$ cat src/net_cfg_pkg.sv
// constants, field layouts and carriers of the network configuration
// and first setup registers; assumes a 50 MHz controller clock
package net_cfg_pkg;

  // ==========================================================
  // host register map
  localparam logic [2:0] CFG_ADDR    = 3'h6;
  localparam logic [2:0] SUBREG_ADDR = 3'h7;
  localparam int         CFG_RST_BIT  = 7;
  localparam int         CFG_TRANSMIT_ENABLE_BIT_BIT = 5;
  localparam logic [7:0] CFG_RST_VAL  = 8'h00;
  localparam logic [7:0] SETUP_RST_VAL = 8'h00;
  localparam logic [7:0] SETUP_WMASK  = 8'hdf;

  typedef enum logic [2:0] {
    SEL_TENT_ID  = 3'h0,
    SEL_NODE_ID  = 3'h1,
    SEL_SETUP1   = 3'h2,
    SEL_NEXT_ID  = 3'h3,
    SEL_SETUP2   = 3'h4,
    SEL_BUS_CTRL = 3'h5,
    SEL_DMA_CNT  = 3'h6,
    SEL_RSVD     = 3'h7
  } reg_target_e;

  // ==========================================================
  // timeout selection
  localparam logic [1:0] ET_LONGEST  = 2'h0;
  localparam logic [1:0] ET_LONG     = 2'h1;
  localparam logic [1:0] ET_SHORT    = 2'h2;
  localparam logic [1:0] ET_SHORTEST = 2'h3;
  localparam int  TO_W          = 32;
  localparam real CLK_MHZ       = 50.0;
  localparam real US_PER_MS     = 1000.0;
  localparam real RESP0_US      = 298.4;
  localparam real RESP1_US      = 149.2;
  localparam real RESP2_US      = 74.7;
  localparam real RESP3_US      = 18.7;
  localparam real IDLE0_US      = 328.0;
  localparam real IDLE1_US      = 164.0;
  localparam real IDLE2_US      = 82.0;
  localparam real IDLE3_US      = 20.5;
  localparam real RCFG_LONG_MS  = 420.0;
  localparam real RCFG_SHORT_MS = 210.0;
  localparam int unsigned RESP0_CYC = int'(RESP0_US * CLK_MHZ);
  localparam int unsigned RESP1_CYC = int'(RESP1_US * CLK_MHZ);
  localparam int unsigned RESP2_CYC = int'(RESP2_US * CLK_MHZ);
  localparam int unsigned RESP3_CYC = int'(RESP3_US * CLK_MHZ);
  localparam int unsigned IDLE0_CYC = int'(IDLE0_US * CLK_MHZ);
  localparam int unsigned IDLE1_CYC = int'(IDLE1_US * CLK_MHZ);
  localparam int unsigned IDLE2_CYC = int'(IDLE2_US * CLK_MHZ);
  localparam int unsigned IDLE3_CYC = int'(IDLE3_US * CLK_MHZ);
  localparam int unsigned RCFG_LONG_CYC  = int'(RCFG_LONG_MS * US_PER_MS * CLK_MHZ);
  localparam int unsigned RCFG_SHORT_CYC = int'(RCFG_SHORT_MS * US_PER_MS * CLK_MHZ);

  // ==========================================================
  // nack threshold and rate prescaler
  localparam int NACK_W    = 8;
  localparam logic [7:0] NACK_FEW  = 8'h04;
  localparam logic [7:0] NACK_MANY = 8'h80;
  localparam int PRESC_BASE_SHIFT = 3;
  localparam logic [2:0] PRESC_MAX_CODE = 3'h4;
  localparam int PRESC_W = 7;

  // ==========================================================
  // carriers
  typedef struct packed {
    logic       sw_reset;
    logic       command_chain_enable;
    logic       transmit_enable_bit;
    logic [1:0] extended_timeout_select;
    logic       backplane;
    logic [1:0] register_select_low;
  } net_cfg_s;

  typedef struct packed {
    logic       pulse_driver_type;
    logic       nack_threshold_select;
    logic       rsvd;
    logic       receive_everything;
    logic [2:0] rate_prescaler;
    logic       halved_arbitration;
  } setup_first_s;

  typedef struct packed {
    logic [2:0] addr;
    logic       wr;
    logic       rd;
    logic [7:0] wdata;
  } host_req_s;

  typedef struct packed {
    logic       valid;
    logic [7:0] dest;
  } pkt_s;

  typedef struct packed {
    logic tx_active;
    logic p1;
    logic p2;
  } pulse_req_s;

  typedef struct packed {
    logic [TO_W-1:0] resp;
    logic [TO_W-1:0] idle;
    logic [TO_W-1:0] rcfg;
  } timeouts_s;

endpackage : net_cfg_pkg

$ cat src/nack_threshold_counter.sv
// counts nack replies to free buffer enquiries and raises a sticky flag
// assumes events and clear come from logic on the same clock
`timescale 1ns/1ps
module nack_threshold_counter #(
  parameter int W = net_cfg_pkg::NACK_W
) (
  input  wire logic clk,
  input  wire logic sys_rst,
  input  wire logic ce,
  input  wire logic clr,
  input  wire logic few,
  input  wire logic nack_seen,
  output logic      flag
);
  import net_cfg_pkg::*;

  typedef struct packed {
    logic [W-1:0] cnt;
    logic         flag;
  } cnt_st_s;

  cnt_st_s      st_ff;
  cnt_st_s      nxt_st;
  logic [W-1:0] thr;

  if (W < NACK_W) begin : g_bad_w
    $error("counter too narrow for the threshold");
  end

  // ==========================================================
  // counting
  always_comb
  begin
    nxt_st = st_ff;
    thr    = W'(few ? NACK_FEW : NACK_MANY);
    if (clr)
    begin
      nxt_st = '0;
    end
    if (nack_seen && (nxt_st.cnt < thr))
    begin
      nxt_st.cnt = nxt_st.cnt + W'(1);
    end
    if (nack_seen && (nxt_st.cnt >= thr))
    begin
      nxt_st.flag = 1'b1;
    end
  end

  always_ff @(posedge clk)
  begin
    if (sys_rst)
    begin
      st_ff <= '0;
    end
    else if (ce)
    begin
      st_ff <= nxt_st;
    end
  end

  assign flag = st_ff.flag;
endmodule : nack_threshold_counter

$ cat src/rate_prescaler_divider.sv
// divides the controller clock into a data rate tick by 8 to 128
// assumes the clock is the 50 MHz controller clock, multiplier bypassed
`timescale 1ns/1ps
module rate_prescaler_divider #(
  parameter int CW = net_cfg_pkg::PRESC_W
) (
  input  wire logic       clk,
  input  wire logic       sys_rst,
  input  wire logic       ce,
  input  wire logic [2:0] code,
  output logic            tick
);
  import net_cfg_pkg::*;

  typedef struct packed {
    logic [CW-1:0] cnt;
    logic          tick;
  } div_st_s;

  div_st_s       st_ff;
  div_st_s       nxt_st;
  logic [2:0]    eff;
  logic [CW-1:0] last;

  if (CW < PRESC_BASE_SHIFT + int'(PRESC_MAX_CODE)) begin : g_bad_cw
    $error("divider counter too narrow");
  end

  // ==========================================================
  // divide by 8 shifted left by the code, codes above 100 act as 100
  always_comb
  begin
    nxt_st = st_ff;
    eff    = (code > PRESC_MAX_CODE) ? PRESC_MAX_CODE : code;
    last   = CW'((1 << (PRESC_BASE_SHIFT + int'(eff))) - 1);
    nxt_st.tick = 1'b0;
    if (st_ff.cnt >= last)
    begin
      nxt_st.cnt  = '0;
      nxt_st.tick = 1'b1;
    end
    else
    begin
      nxt_st.cnt = st_ff.cnt + CW'(1);
    end
  end

  always_ff @(posedge clk)
  begin
    if (sys_rst)
    begin
      st_ff <= '0;
    end
    else if (ce)
    begin
      st_ff <= nxt_st;
    end
  end

  assign tick = st_ff.tick;
endmodule : rate_prescaler_divider

$ cat src/token_net_config_setup_regs.sv
// configuration register and first setup register of the token network
// controller; assumes host strobes and engine events share clk
`timescale 1ns/1ps
module token_net_config_setup_regs
  import net_cfg_pkg::*;
#(
  parameter int unsigned RESP_LONGEST_CYC = net_cfg_pkg::RESP0_CYC,
  parameter int unsigned RESP_LONG_CYC    = net_cfg_pkg::RESP1_CYC,
  parameter int unsigned IDLE_LONGEST_CYC = net_cfg_pkg::IDLE0_CYC,
  parameter int unsigned IDLE_LONG_CYC    = net_cfg_pkg::IDLE1_CYC,
  parameter int unsigned IDLE_SHORT_CYC   = net_cfg_pkg::IDLE2_CYC,
  parameter int unsigned RCFG_LONG_P_CYC  = net_cfg_pkg::RCFG_LONG_CYC,
  parameter int unsigned RCFG_SHORT_P_CYC = net_cfg_pkg::RCFG_SHORT_CYC
) (
  input  wire logic                     clk,
  input  wire logic                     sys_rst,
  input  wire logic                     ce,
  input  wire net_cfg_pkg::host_req_s   host_req,
  input  wire logic [7:0]               ext_rdata,
  input  wire logic                     register_select_high,
  input  wire logic [1:0]               reconfig_time_multiplier,
  input  wire logic                     nack_seen,
  input  wire net_cfg_pkg::pkt_s        pkt,
  input  wire logic [7:0]               node_id,
  input  wire net_cfg_pkg::pulse_req_s  pulse_req,
  output logic [7:0]                    host_rdata,
  output logic                          software_reset,
  output logic                          command_chain_enable,
  output logic                          backplane_mode,
  output net_cfg_pkg::reg_target_e      register_target,
  output net_cfg_pkg::timeouts_s        timeouts,
  output logic                          first_pulse_output_n,
  output logic                          first_pulse_oe,
  output logic                          second_pulse_output_n,
  output logic                          tx_enable_pin,
  output logic                          packet_accept,
  output logic                          packet_ack,
  output logic                          excessive_nack_flag,
  output logic                          rate_tick,
  output logic                          arb_tick
);
  import net_cfg_pkg::*;

  typedef struct packed {
    net_cfg_s     cfg;
    setup_first_s su;
    logic [7:0]   rdata;
    reg_target_e  target;
    timeouts_s    to;
    logic         p1_n;
    logic         p1_oe;
    logic         p2_n;
    logic         txpin;
    logic         accept;
    logic         ack;
    logic         arb;
  } regs_st_s;

  regs_st_s        st_ff;
  regs_st_s        nxt_st;
  reg_target_e     sel;
  logic            cfg_wr;
  logic            su_wr;
  logic            gate;
  logic            dest_hit;
  logic [TO_W-1:0] rcfg_base;

  // ==========================================================
  // parameter checks
  if ((RESP_LONGEST_CYC == 0) || (RESP_LONG_CYC == 0) || (IDLE_LONGEST_CYC == 0) ||
      (IDLE_LONG_CYC == 0) || (IDLE_SHORT_CYC == 0) || (RCFG_LONG_P_CYC == 0) ||
      (RCFG_SHORT_P_CYC == 0)) begin : g_bad_zero
    $error("timeout counts must be at least one cycle");
  end
  if (RCFG_LONG_P_CYC >= (1 << (TO_W - 4))) begin : g_bad_rcfg
    $error("reconfiguration count overflows when multiplied");
  end

  // ==========================================================
  // register access and derived controls
  always_comb
  begin
    nxt_st    = st_ff;
    sel       = reg_target_e'({register_select_high, st_ff.cfg.register_select_low});
    cfg_wr    = host_req.wr && (host_req.addr == CFG_ADDR);
    su_wr     = host_req.wr && (host_req.addr == SUBREG_ADDR) && (sel == SEL_SETUP1);
    gate      = st_ff.cfg.transmit_enable_bit && !st_ff.cfg.sw_reset;
    dest_hit  = (pkt.dest == node_id);
    rcfg_base = TO_W'(RCFG_LONG_P_CYC);

    // configuration write, including set and release of software reset
    if (cfg_wr)
    begin
      nxt_st.cfg = net_cfg_s'(host_req.wdata);
    end
    // setup write through address 07; software reset does not touch it
    if (su_wr)
    begin
      nxt_st.su = setup_first_s'(host_req.wdata & SETUP_WMASK);
    end
    nxt_st.target = sel;

    // read mux, registered
    if (host_req.rd)
    begin
      if (host_req.addr == CFG_ADDR)
      begin
        nxt_st.rdata = st_ff.cfg;
      end
      else if ((host_req.addr == SUBREG_ADDR) && (sel == SEL_SETUP1))
      begin
        nxt_st.rdata = st_ff.su;
      end
      else
      begin
        nxt_st.rdata = ext_rdata;
      end
    end

    // timeout selection
    case (st_ff.cfg.extended_timeout_select)
      ET_LONGEST:
      begin
        nxt_st.to.resp = TO_W'(RESP_LONGEST_CYC);
        nxt_st.to.idle = TO_W'(IDLE_LONGEST_CYC);
        rcfg_base      = TO_W'(RCFG_LONG_P_CYC);
      end
      ET_LONG:
      begin
        nxt_st.to.resp = TO_W'(RESP_LONG_CYC);
        nxt_st.to.idle = TO_W'(IDLE_LONG_CYC);
        rcfg_base      = TO_W'(RCFG_LONG_P_CYC);
      end
      ET_SHORT:
      begin
        nxt_st.to.resp = TO_W'(RESP2_CYC);
        nxt_st.to.idle = TO_W'(IDLE_SHORT_CYC);
        rcfg_base      = TO_W'(RCFG_LONG_P_CYC);
      end
      default:
      begin
        nxt_st.to.resp = TO_W'(RESP3_CYC);
        nxt_st.to.idle = TO_W'(IDLE3_CYC);
        rcfg_base      = TO_W'(RCFG_SHORT_P_CYC);
      end
    endcase
    nxt_st.to.rcfg = rcfg_base << reconfig_time_multiplier;

    // pulse outputs and transmit pin
    nxt_st.txpin = gate && pulse_req.tx_active;
    if (st_ff.cfg.backplane)
    begin
      nxt_st.p2_n = 1'b1;
      nxt_st.p1_n = !(gate && pulse_req.p1);
      if (st_ff.su.pulse_driver_type)
      begin
        nxt_st.p1_oe = 1'b1;
      end
      else
      begin
        nxt_st.p1_oe = gate && pulse_req.p1;
      end
    end
    else
    begin
      nxt_st.p1_oe = 1'b1;
      nxt_st.p1_n  = !(gate && pulse_req.p1);
      nxt_st.p2_n  = !(gate && pulse_req.p2);
    end

    // receive filter and acknowledge
    nxt_st.accept = pkt.valid && !st_ff.cfg.sw_reset &&
                    (st_ff.su.receive_everything || dest_hit);
    nxt_st.ack    = pkt.valid && !st_ff.cfg.sw_reset && dest_hit;

    // arbitration clock enable
    nxt_st.arb = st_ff.su.halved_arbitration ? !st_ff.arb : 1'b1;
  end

  always_ff @(posedge clk)
  begin
    if (sys_rst)
    begin
      st_ff         <= '0;
      st_ff.cfg     <= net_cfg_s'(CFG_RST_VAL);
      st_ff.su      <= setup_first_s'(SETUP_RST_VAL);
      st_ff.to.resp <= TO_W'(RESP_LONGEST_CYC);
      st_ff.to.idle <= TO_W'(IDLE_LONGEST_CYC);
      st_ff.to.rcfg <= TO_W'(RCFG_LONG_P_CYC);
      st_ff.p1_n    <= 1'b1;
      st_ff.p1_oe   <= 1'b1;
      st_ff.p2_n    <= 1'b1;
      st_ff.arb     <= 1'b1;
    end
    else if (ce)
    begin
      st_ff <= nxt_st;
    end
  end

  // ==========================================================
  // diagnostics and rate
  nack_threshold_counter #(
    .W (NACK_W)
  ) u_nack (
    .clk       (clk),
    .sys_rst   (sys_rst),
    .ce        (ce),
    .clr       (st_ff.cfg.sw_reset),
    .few       (st_ff.su.nack_threshold_select),
    .nack_seen (nack_seen),
    .flag      (excessive_nack_flag)
  );

  rate_prescaler_divider #(
    .CW (PRESC_W)
  ) u_rate (
    .clk     (clk),
    .sys_rst (sys_rst),
    .ce      (ce),
    .code    (st_ff.su.rate_prescaler),
    .tick    (rate_tick)
  );

  // ==========================================================
  // outputs
  assign host_rdata            = st_ff.rdata;
  assign software_reset        = st_ff.cfg.sw_reset;
  assign command_chain_enable  = st_ff.cfg.command_chain_enable;
  assign backplane_mode        = st_ff.cfg.backplane;
  assign register_target       = st_ff.target;
  assign timeouts              = st_ff.to;
  assign first_pulse_output_n  = st_ff.p1_n;
  assign first_pulse_oe        = st_ff.p1_oe;
  assign second_pulse_output_n = st_ff.p2_n;
  assign tx_enable_pin         = st_ff.txpin;
  assign packet_accept         = st_ff.accept;
  assign packet_ack            = st_ff.ack;
  assign arb_tick              = st_ff.arb;
endmodule : token_net_config_setup_regs

$ cat config.mk
export PLATFORM = sky130hd
export DESIGN_NAME = token_net_config_setup_regs
export DESIGN_NICKNAME = d
export VERILOG_FILES = /design/src/net_cfg_pkg.sv /design/src/nack_threshold_counter.sv /design/src/rate_prescaler_divider.sv /design/src/token_net_config_setup_regs.sv
export SDC_FILE = /design/constraint.sdc
export NUM_CORES = 1
export LEC_CHECK = 0
export ABC_CLOCK_PERIOD_IN_PS = 6000
export BUFFER_PORTS_ARGS = -buffer_cell sky130_fd_sc_hd__buf_2
export CAP_MARGIN = 25
export CORE_MARGIN = 2
export CORE_UTILIZATION = 54
export CTS_CLUSTER_SIZE = 20
export DETAILED_ROUTE_END_ITERATION = 16
export GPL_TIMING_DRIVEN = 0
export PLACE_DENSITY = 0.86
export SYNTH_ARGS = -nofsm -noshare
export SYNTH_HDL_FRONTEND = slang
export SYNTH_SLANG_ARGS = --single-unit
export TNS_END_PERCENT = 5
$ cat constraint.sdc
create_clock -name clk -period 6 [get_ports clk]
set_input_delay 0.9 -clock clk [delete_from_list [all_inputs] [get_ports clk]]
set_output_delay 0.9 -clock clk [all_outputs]
set_load 0.005 [all_outputs]
## Word-level counts from Yosys, hierarchy flattened

Cells that the tools add are included.

- Muxes and demuxes: 14
- Shifts and indexed selects: 2
- Magnitude comparators: 4
- Reductions and logical operators: 25
- Eq/ne operators: 6
- $add $sub $neg: 4

Operators with widths:

| cell | count |
|---|---|
| one-hot mux 46 bit (3 select lines) | 1 |
| two-way mux 8 bit | 4 |
| left shift 1 x 32 -> 7 bit (first input constant) | 1 |
| left shift 32 x 2 -> 32 bit | 1 |
| two-way mux 25 bit | 1 |
| logical AND 1 bit | 13 |
| two-way mux 9 bit | 1 |
| adder 8 x 1 -> 8 bit (second input constant) | 1 |
| equality test 8 bit | 1 |
| greater-or-equal comparator 8 bit | 1 |
| < comparator 8 bit | 1 |
| AND reduction 2 bit | 4 |
| adder 7 x 1 -> 7 bit (second input constant) | 1 |
| greater-or-equal comparator 7 bit | 1 |
| two-way mux 7 bit | 1 |
| subtractor 7 x 2 -> 7 bit (second input constant) | 1 |
| equality test 3 bit (second input constant) | 2 |
| adder 2 x 3 -> 4 bit (first input constant) | 1 |
| logical NOT 1 bit | 4 |
| two-way mux 1 bit | 4 |
| equality test 3 x 2 -> 1 bit (second input constant) | 1 |
| > comparator 3 bit (second input constant) | 1 |
| two-way mux 3 bit | 1 |
| OR reduction 3 bit | 1 |
| 6 further kinds | 6 |

- Input bits: 48
- Register bits: 146
- Word-level logic and storage cells: 82

## Logic depth before layout (Yosys ltp)

- Depth after elaboration: 8
- Mapped depth: 12

## By module

From an unflattened synthesis, not the netlist that was laid out.

- Cell total of the unflattened synthesis: 548
- Area, all modules: 4,625.7 um2

Modules (own cells, without submodules):

| module | cells an instance | instances | seq. area each (um2) | area an instance (um2) |
|---|---|---|---|---|
| token_net_config_setup_regs | 402 | 1 | 1,201.2 | 3,378.2 |
| nack_threshold_counter | 88 | 1 | 180.2 | 740.7 |
| rate_prescaler_divider | 58 | 1 | 160.2 | 506.7 |

## Worst setup path before layout

Ideal clock, no wire load.

- Path kind: flip-flop to flip-flop
- From: register st_ff (netlist bit software_reset)
- To: register u_nack.st_ff (netlist bit u_nack.flag)
- Cell stages (with the launch flop): 13
- Buffers on the path: 1
- Slack: 3,291 ps
- Clock period less this slack: 2,709 ps
- Setup time: 77 ps
- Arrival: 2,632 ps
- Data required time: 5,923 ps
- Cells stage by stage: dfxtp_1 -> clkbuf_1 -> nor2b_1 -> ha_1 -> or4bb_1 -> o32ai_4 -> nand2_1 -> xnor2_1 -> ha_1 -> o21ai_0 -> a21oi_1 -> a41o_1 -> a41oi_2

- Cells in the longest elaborated chain, start to end: 8
- Elaborated cells between the ends (all ways): 10
- Those cells by class: add/sub (1); order compare (2); mux (3); reduce/logical (4)

RTL lines:

| what | RTL line | RTL |
|---|---|---|
| start: declaration | token_net_config_setup_regs.sv:59 | `regs_st_s st_ff;` |
| start signal: assignment | token_net_config_setup_regs.sv:197 | `st_ff <= nxt_st;` |
| two-way mux 9 bit | nack_threshold_counter.sv:36 | `if (clr)` |
| < comparator 8 bit | nack_threshold_counter.sv:40 | `if (nack_seen && (nxt_st.cnt < thr))` |
| logical AND 1 bit | nack_threshold_counter.sv:40 |  |
| two-way mux 8 bit | nack_threshold_counter.sv:40 |  |
| greater-or-equal comparator 8 bit | nack_threshold_counter.sv:44 | `if (nack_seen && (nxt_st.cnt >= thr))` |
| logical AND 1 bit | nack_threshold_counter.sv:44 |  |
| nonzero test 2 bit (no line) | -- |  |
| AND reduction 2 bit (no line) | -- |  |
| end signal: assignment | nack_threshold_counter.sv:58 | `st_ff <= nxt_st;` |
| end: declaration | nack_threshold_counter.sv:22 | `cnt_st_s st_ff;` |

Several ways; a longest one is shown, not always the timed one. The select of a mux whose other input is x is not followed.
A chain may end at the register's enable or synchronous reset.

## Worst setup path in the final report

Same ends and word-level chain as after synthesis.

==> flow_summary_export.csv <==
group,metric,value,unit
run_status,status,"finished, final reports clean",
final_layout,antenna_cells,0,
setup_path,path_buf_inv,1,
timing,setup_tns,0,ns
run,cap_violations,0,
placed_design,dpl.cell_count,831,
clock_network,cts_made_buffers,9,
timing,hold_ws,0.468,ns
final_layout,final_common_cell,"buf_2",
final_layout,final_cell_area,5760,µm²
clock_network,clk_pin_slew_worst_paths,0.08,ns
route,drc_errors,0,
floorplan,dieArea,9470,µm²
setup_path,slowest_stage,"or4bb_1",
synth,synthFlopType,"dfxtp_1",
synth,seq_area_frac_synth,32.8,%
clock_network,post_cts_resized,0,
pwr,total_power,0.00105,W
setup_path,worst-r2r-setup-slack,2.84,ns
synth,syn_avg_cell_area,8.44,µm²
grt,grt_max_degree,14,
placed_design,gp_congestion,0.948,
clock_network,h-tree-depth,3,
placed_design,dp_hpwl,9.02,mm
setup_path,worstPathRequired,6.21,ns
route,wl_per_cell,13.7,µm
route,drtIter0Drc,319,
synth,netlist_area,4700,µm²
timing,hold_violations,0,
setup_path,r2r-start,"software_reset$_SDFFE_PP0P_",
floorplan,initial_core_util,54.7,%
final_layout,drive_gt1_share,33.3,%
setup_path,worstSetupPathType,"flop to flop",
pwr,sw_frac_of_total,27.4,%
timing,relSlewSlack,49.0,%
grt,grt_first_pass_wirelength,18.9,mm
final_layout,mostFrequentLayoutCells,"buf_2, buf_4, dfxtp_1, nor2_1, conb_1",
pwr,p_clk_share,32.8,%
route,dr.pass1.iters,5,
final_layout,multi_input_area,2390,µm²
min_path,min_path_cells,2,
pwr,leakage,2.75,nW
floorplan,coreArea,8590,µm²
clock_network,cts_buffer_depth,2,
synth,async_flop_share,0,%
min_path,min_to,"host_rdata[4]$_SDFFE_PP0P_",
timing,rsz0062_at_grt,"no",
pwr,pwr-share-comb,16.3,%
route,drtAntennaViolNets,0,
timing,fmax,0.317,GHz
route,wl,11.6,mm
route,vias,4292,
grt,antenna_found_initial,0,
setup_path,crit_path_start_kind,"flop",
clock_network,cts_sinks,77,
setup_path,critPathMaxFanout,10,
floorplan,rows,34,
floorplan,dieWidth,97.3,µm
grt,grt_pass1_vias,4017,
grt,grt_usage,24.1,%
clock_network,clk_latency,0.35,ns
setup_path,cp-end-kind,"flop",
setup_path,timing.rr.end,"u_nack.flag$_SDFFE_PP0P_",
setup_path,worstPathArrival,3.37,ns
timing,min_period,3.16,ns
grt,grt_overflow_total,0,
final_layout,areaGrowthSynthToFinish,22.7,%
setup_path,rr_worst_depth,12,
final_layout,nNetsFinal,803,
timing,period_share,52.6,%
min_path,hp-start,"host_rdata[4]$_SDFFE_PP0P_",
route,viasPerCell,5.07,
timing,drv_slew,0,
final_layout,fillers,717,
setup_path,cp_top_family,"simple AND/OR/NAND/NOR gates",
pwr,p_per_area,182,nW/µm²
synth,yosysWarnings,0,
synth,ys_seq_elements,77,
final_layout,ff_latch_area,1540,µm²
placed_design,place_area,5600,µm²
final_layout,instances_no_fill,847,
timing,tightest_slew,0.765,ns
synth,synth_cells,557,
clock_network,postCtsSetupBuffers,0,
setup_path,cpMostUsedCell,"ha_1",
clock_network,root_buffer,"clkbuf_8",
setup_path,path_cells,"clkbuf_1 > nor2b_1 > ha_1 > or4bb_1 > o32ai_4 > nand2_1 > xnor2_1 > ha_1 > o21ai_0 > a21oi_1 > a41o_1 > a41oi_2",
synth,synth_cell_type_count,58,
timing,finalSetupViolCount,0,
min_path,hold_class,"flop to flop",
floorplan,die_y,97.3,µm
pwr,ir_drop,0.153,mV
pwr,p_int,0.000763,W
timing,fin_skew,0.0138,ns
pwr,p_seq_share,51.0,%
placed_design,placement.io_buffers,112,
clock_network,cts_hold_buf,0,
synth,synth-edff-count,0,
setup_path,max_stage_delay,0.53,ns
clock_network,tritoncts,"built",
pwr,power.switching,0.000288,W
floorplan,io_pins,167,
## synthesized netlist by cell type (all sizes together) (4+ instances only)
library cell	n	area share [%]
o2111ai	8	1.5
inv	15	1.2
a211oi	4	0.64
buf	114	18
nand3	12	1.3
nor2b	6	0.80
nand4b	4	0.75
xor2	10	1.9
dfxtp	77	33
ha	21	5.6
nor3	6	0.64
nand2b	14	1.9
a211o	12	2.2
o21ai	18	1.9
a21oi	31	3.3
nand2	37	3.0
clkbuf	20	1.6
mux2i	29	6.2
a31oi	5	0.67
nor2	59	4.8
o22ai	4	0.53
## state kept, by name (all words and copies together), names as in the netlist
name and flops:
second_pulse_output_n 1, packet_ack 1, command_chain_enable 1, backplane_mode 1
u_rate.st_ff 7, st_ff 10, host_rdata 8, u_nack.flag 1
software_reset 1, u_nack.st_ff 8, register_target 3, tx_enable_pin 1
u_rate.tick 1, nxt_st 2, arb_tick 1, first_pulse_output_n 1
timeouts 27, first_pulse_oe 1, packet_accept 1
## how the worst max path moves through the flow
stage	start	end	slack, ns	cells past startpoint
detailed placement	software_reset$_SDFFE_PP0P_	u_nack.flag$_SDFFE_PP0P_	2.92	12
floorplan	software_reset$_SDFFE_PP0P_	u_nack.flag$_SDFFE_PP0P_	3.29	12
global route	software_reset$_SDFFE_PP0P_	u_nack.flag$_SDFFE_PP0P_	2.56	12
CTS	software_reset$_SDFFE_PP0P_	u_nack.flag$_SDFFE_PP0P_	2.86	12
finish	software_reset$_SDFFE_PP0P_	u_nack.flag$_SDFFE_PP0P_	2.84	12
global placement	software_reset$_SDFFE_PP0P_	u_nack.flag$_SDFFE_PP0P_	2.89	12
## worst register-to-register path, cell delays in order, from the launching register on
cell      delay [ns]
dfxtp_1         0.50
clkbuf_1        0.35
nor2b_1         0.14
ha_1            0.26
or4bb_1         0.53
o32ai_4         0.26
nand2_1         0.12
xnor2_1         0.18
ha_1            0.19
o21ai_0         0.09
a21oi_1         0.17
a41o_1          0.14
a41oi_2         0.11
## layout make-up
type	count	share of cell area, %
plain buffers	134	15.8
clock buffers	10	2.21
clock inverters	6	0.673
inverters	16	1.04
multi-input cells	384	41.5
flip-flops and latches	77	26.7
well taps	108	2.34
repair buffers	112	9.72
## per-layer routing
layer  vias to the layer above  wire length, µm  global-route usage, %
li1                       2123                -                      -
met2                       176             5740                   42.6
met1                      1976             4920                   30.2
met3                        17              809                   4.68
met5                         -                0                      0
met4                         0              144                   5.88
## metrics by stage
stage | utilization (%) | setup slack (ns)
after floorplan | - | 3.29
after global placement | 65.1 | 2.89
after detailed placement | 65.1 | 2.92
after CTS | 67.1 | 2.86
after global routing | 67.1 | 2.56
final | 67.1 | 2.84
## power groups by stage
stage | Clock, W | Combinational [W] | Sequential (W)
6_report | 0.000344 | 0.000171 | 0.000536
5_1_grt | 0.000371 | 0.000188 | 0.000538
4_1_cts | 0.000347 | 0.000168 | 0.000535
3_5_place_dp | 0 | 0.000168 | 0.000547
3_3_place_gp | 0 | 0.000164 | 0.000547
2_1_floorplan | 0 | 0.000114 | 0.000544
## cell families after synthesis
group | synth area share (%)
AOI/OAI and AO/OA | 15.5
xor gates and xnor gates | 2.24
adders and majority gates | 5.59
buffers and inverters | 20.6
DFF | 32.8
muxes | 6.50
other | 0.160
and+or+nand+nor | 16.6
Note: power is estimated with default switching activity, not from simulation.
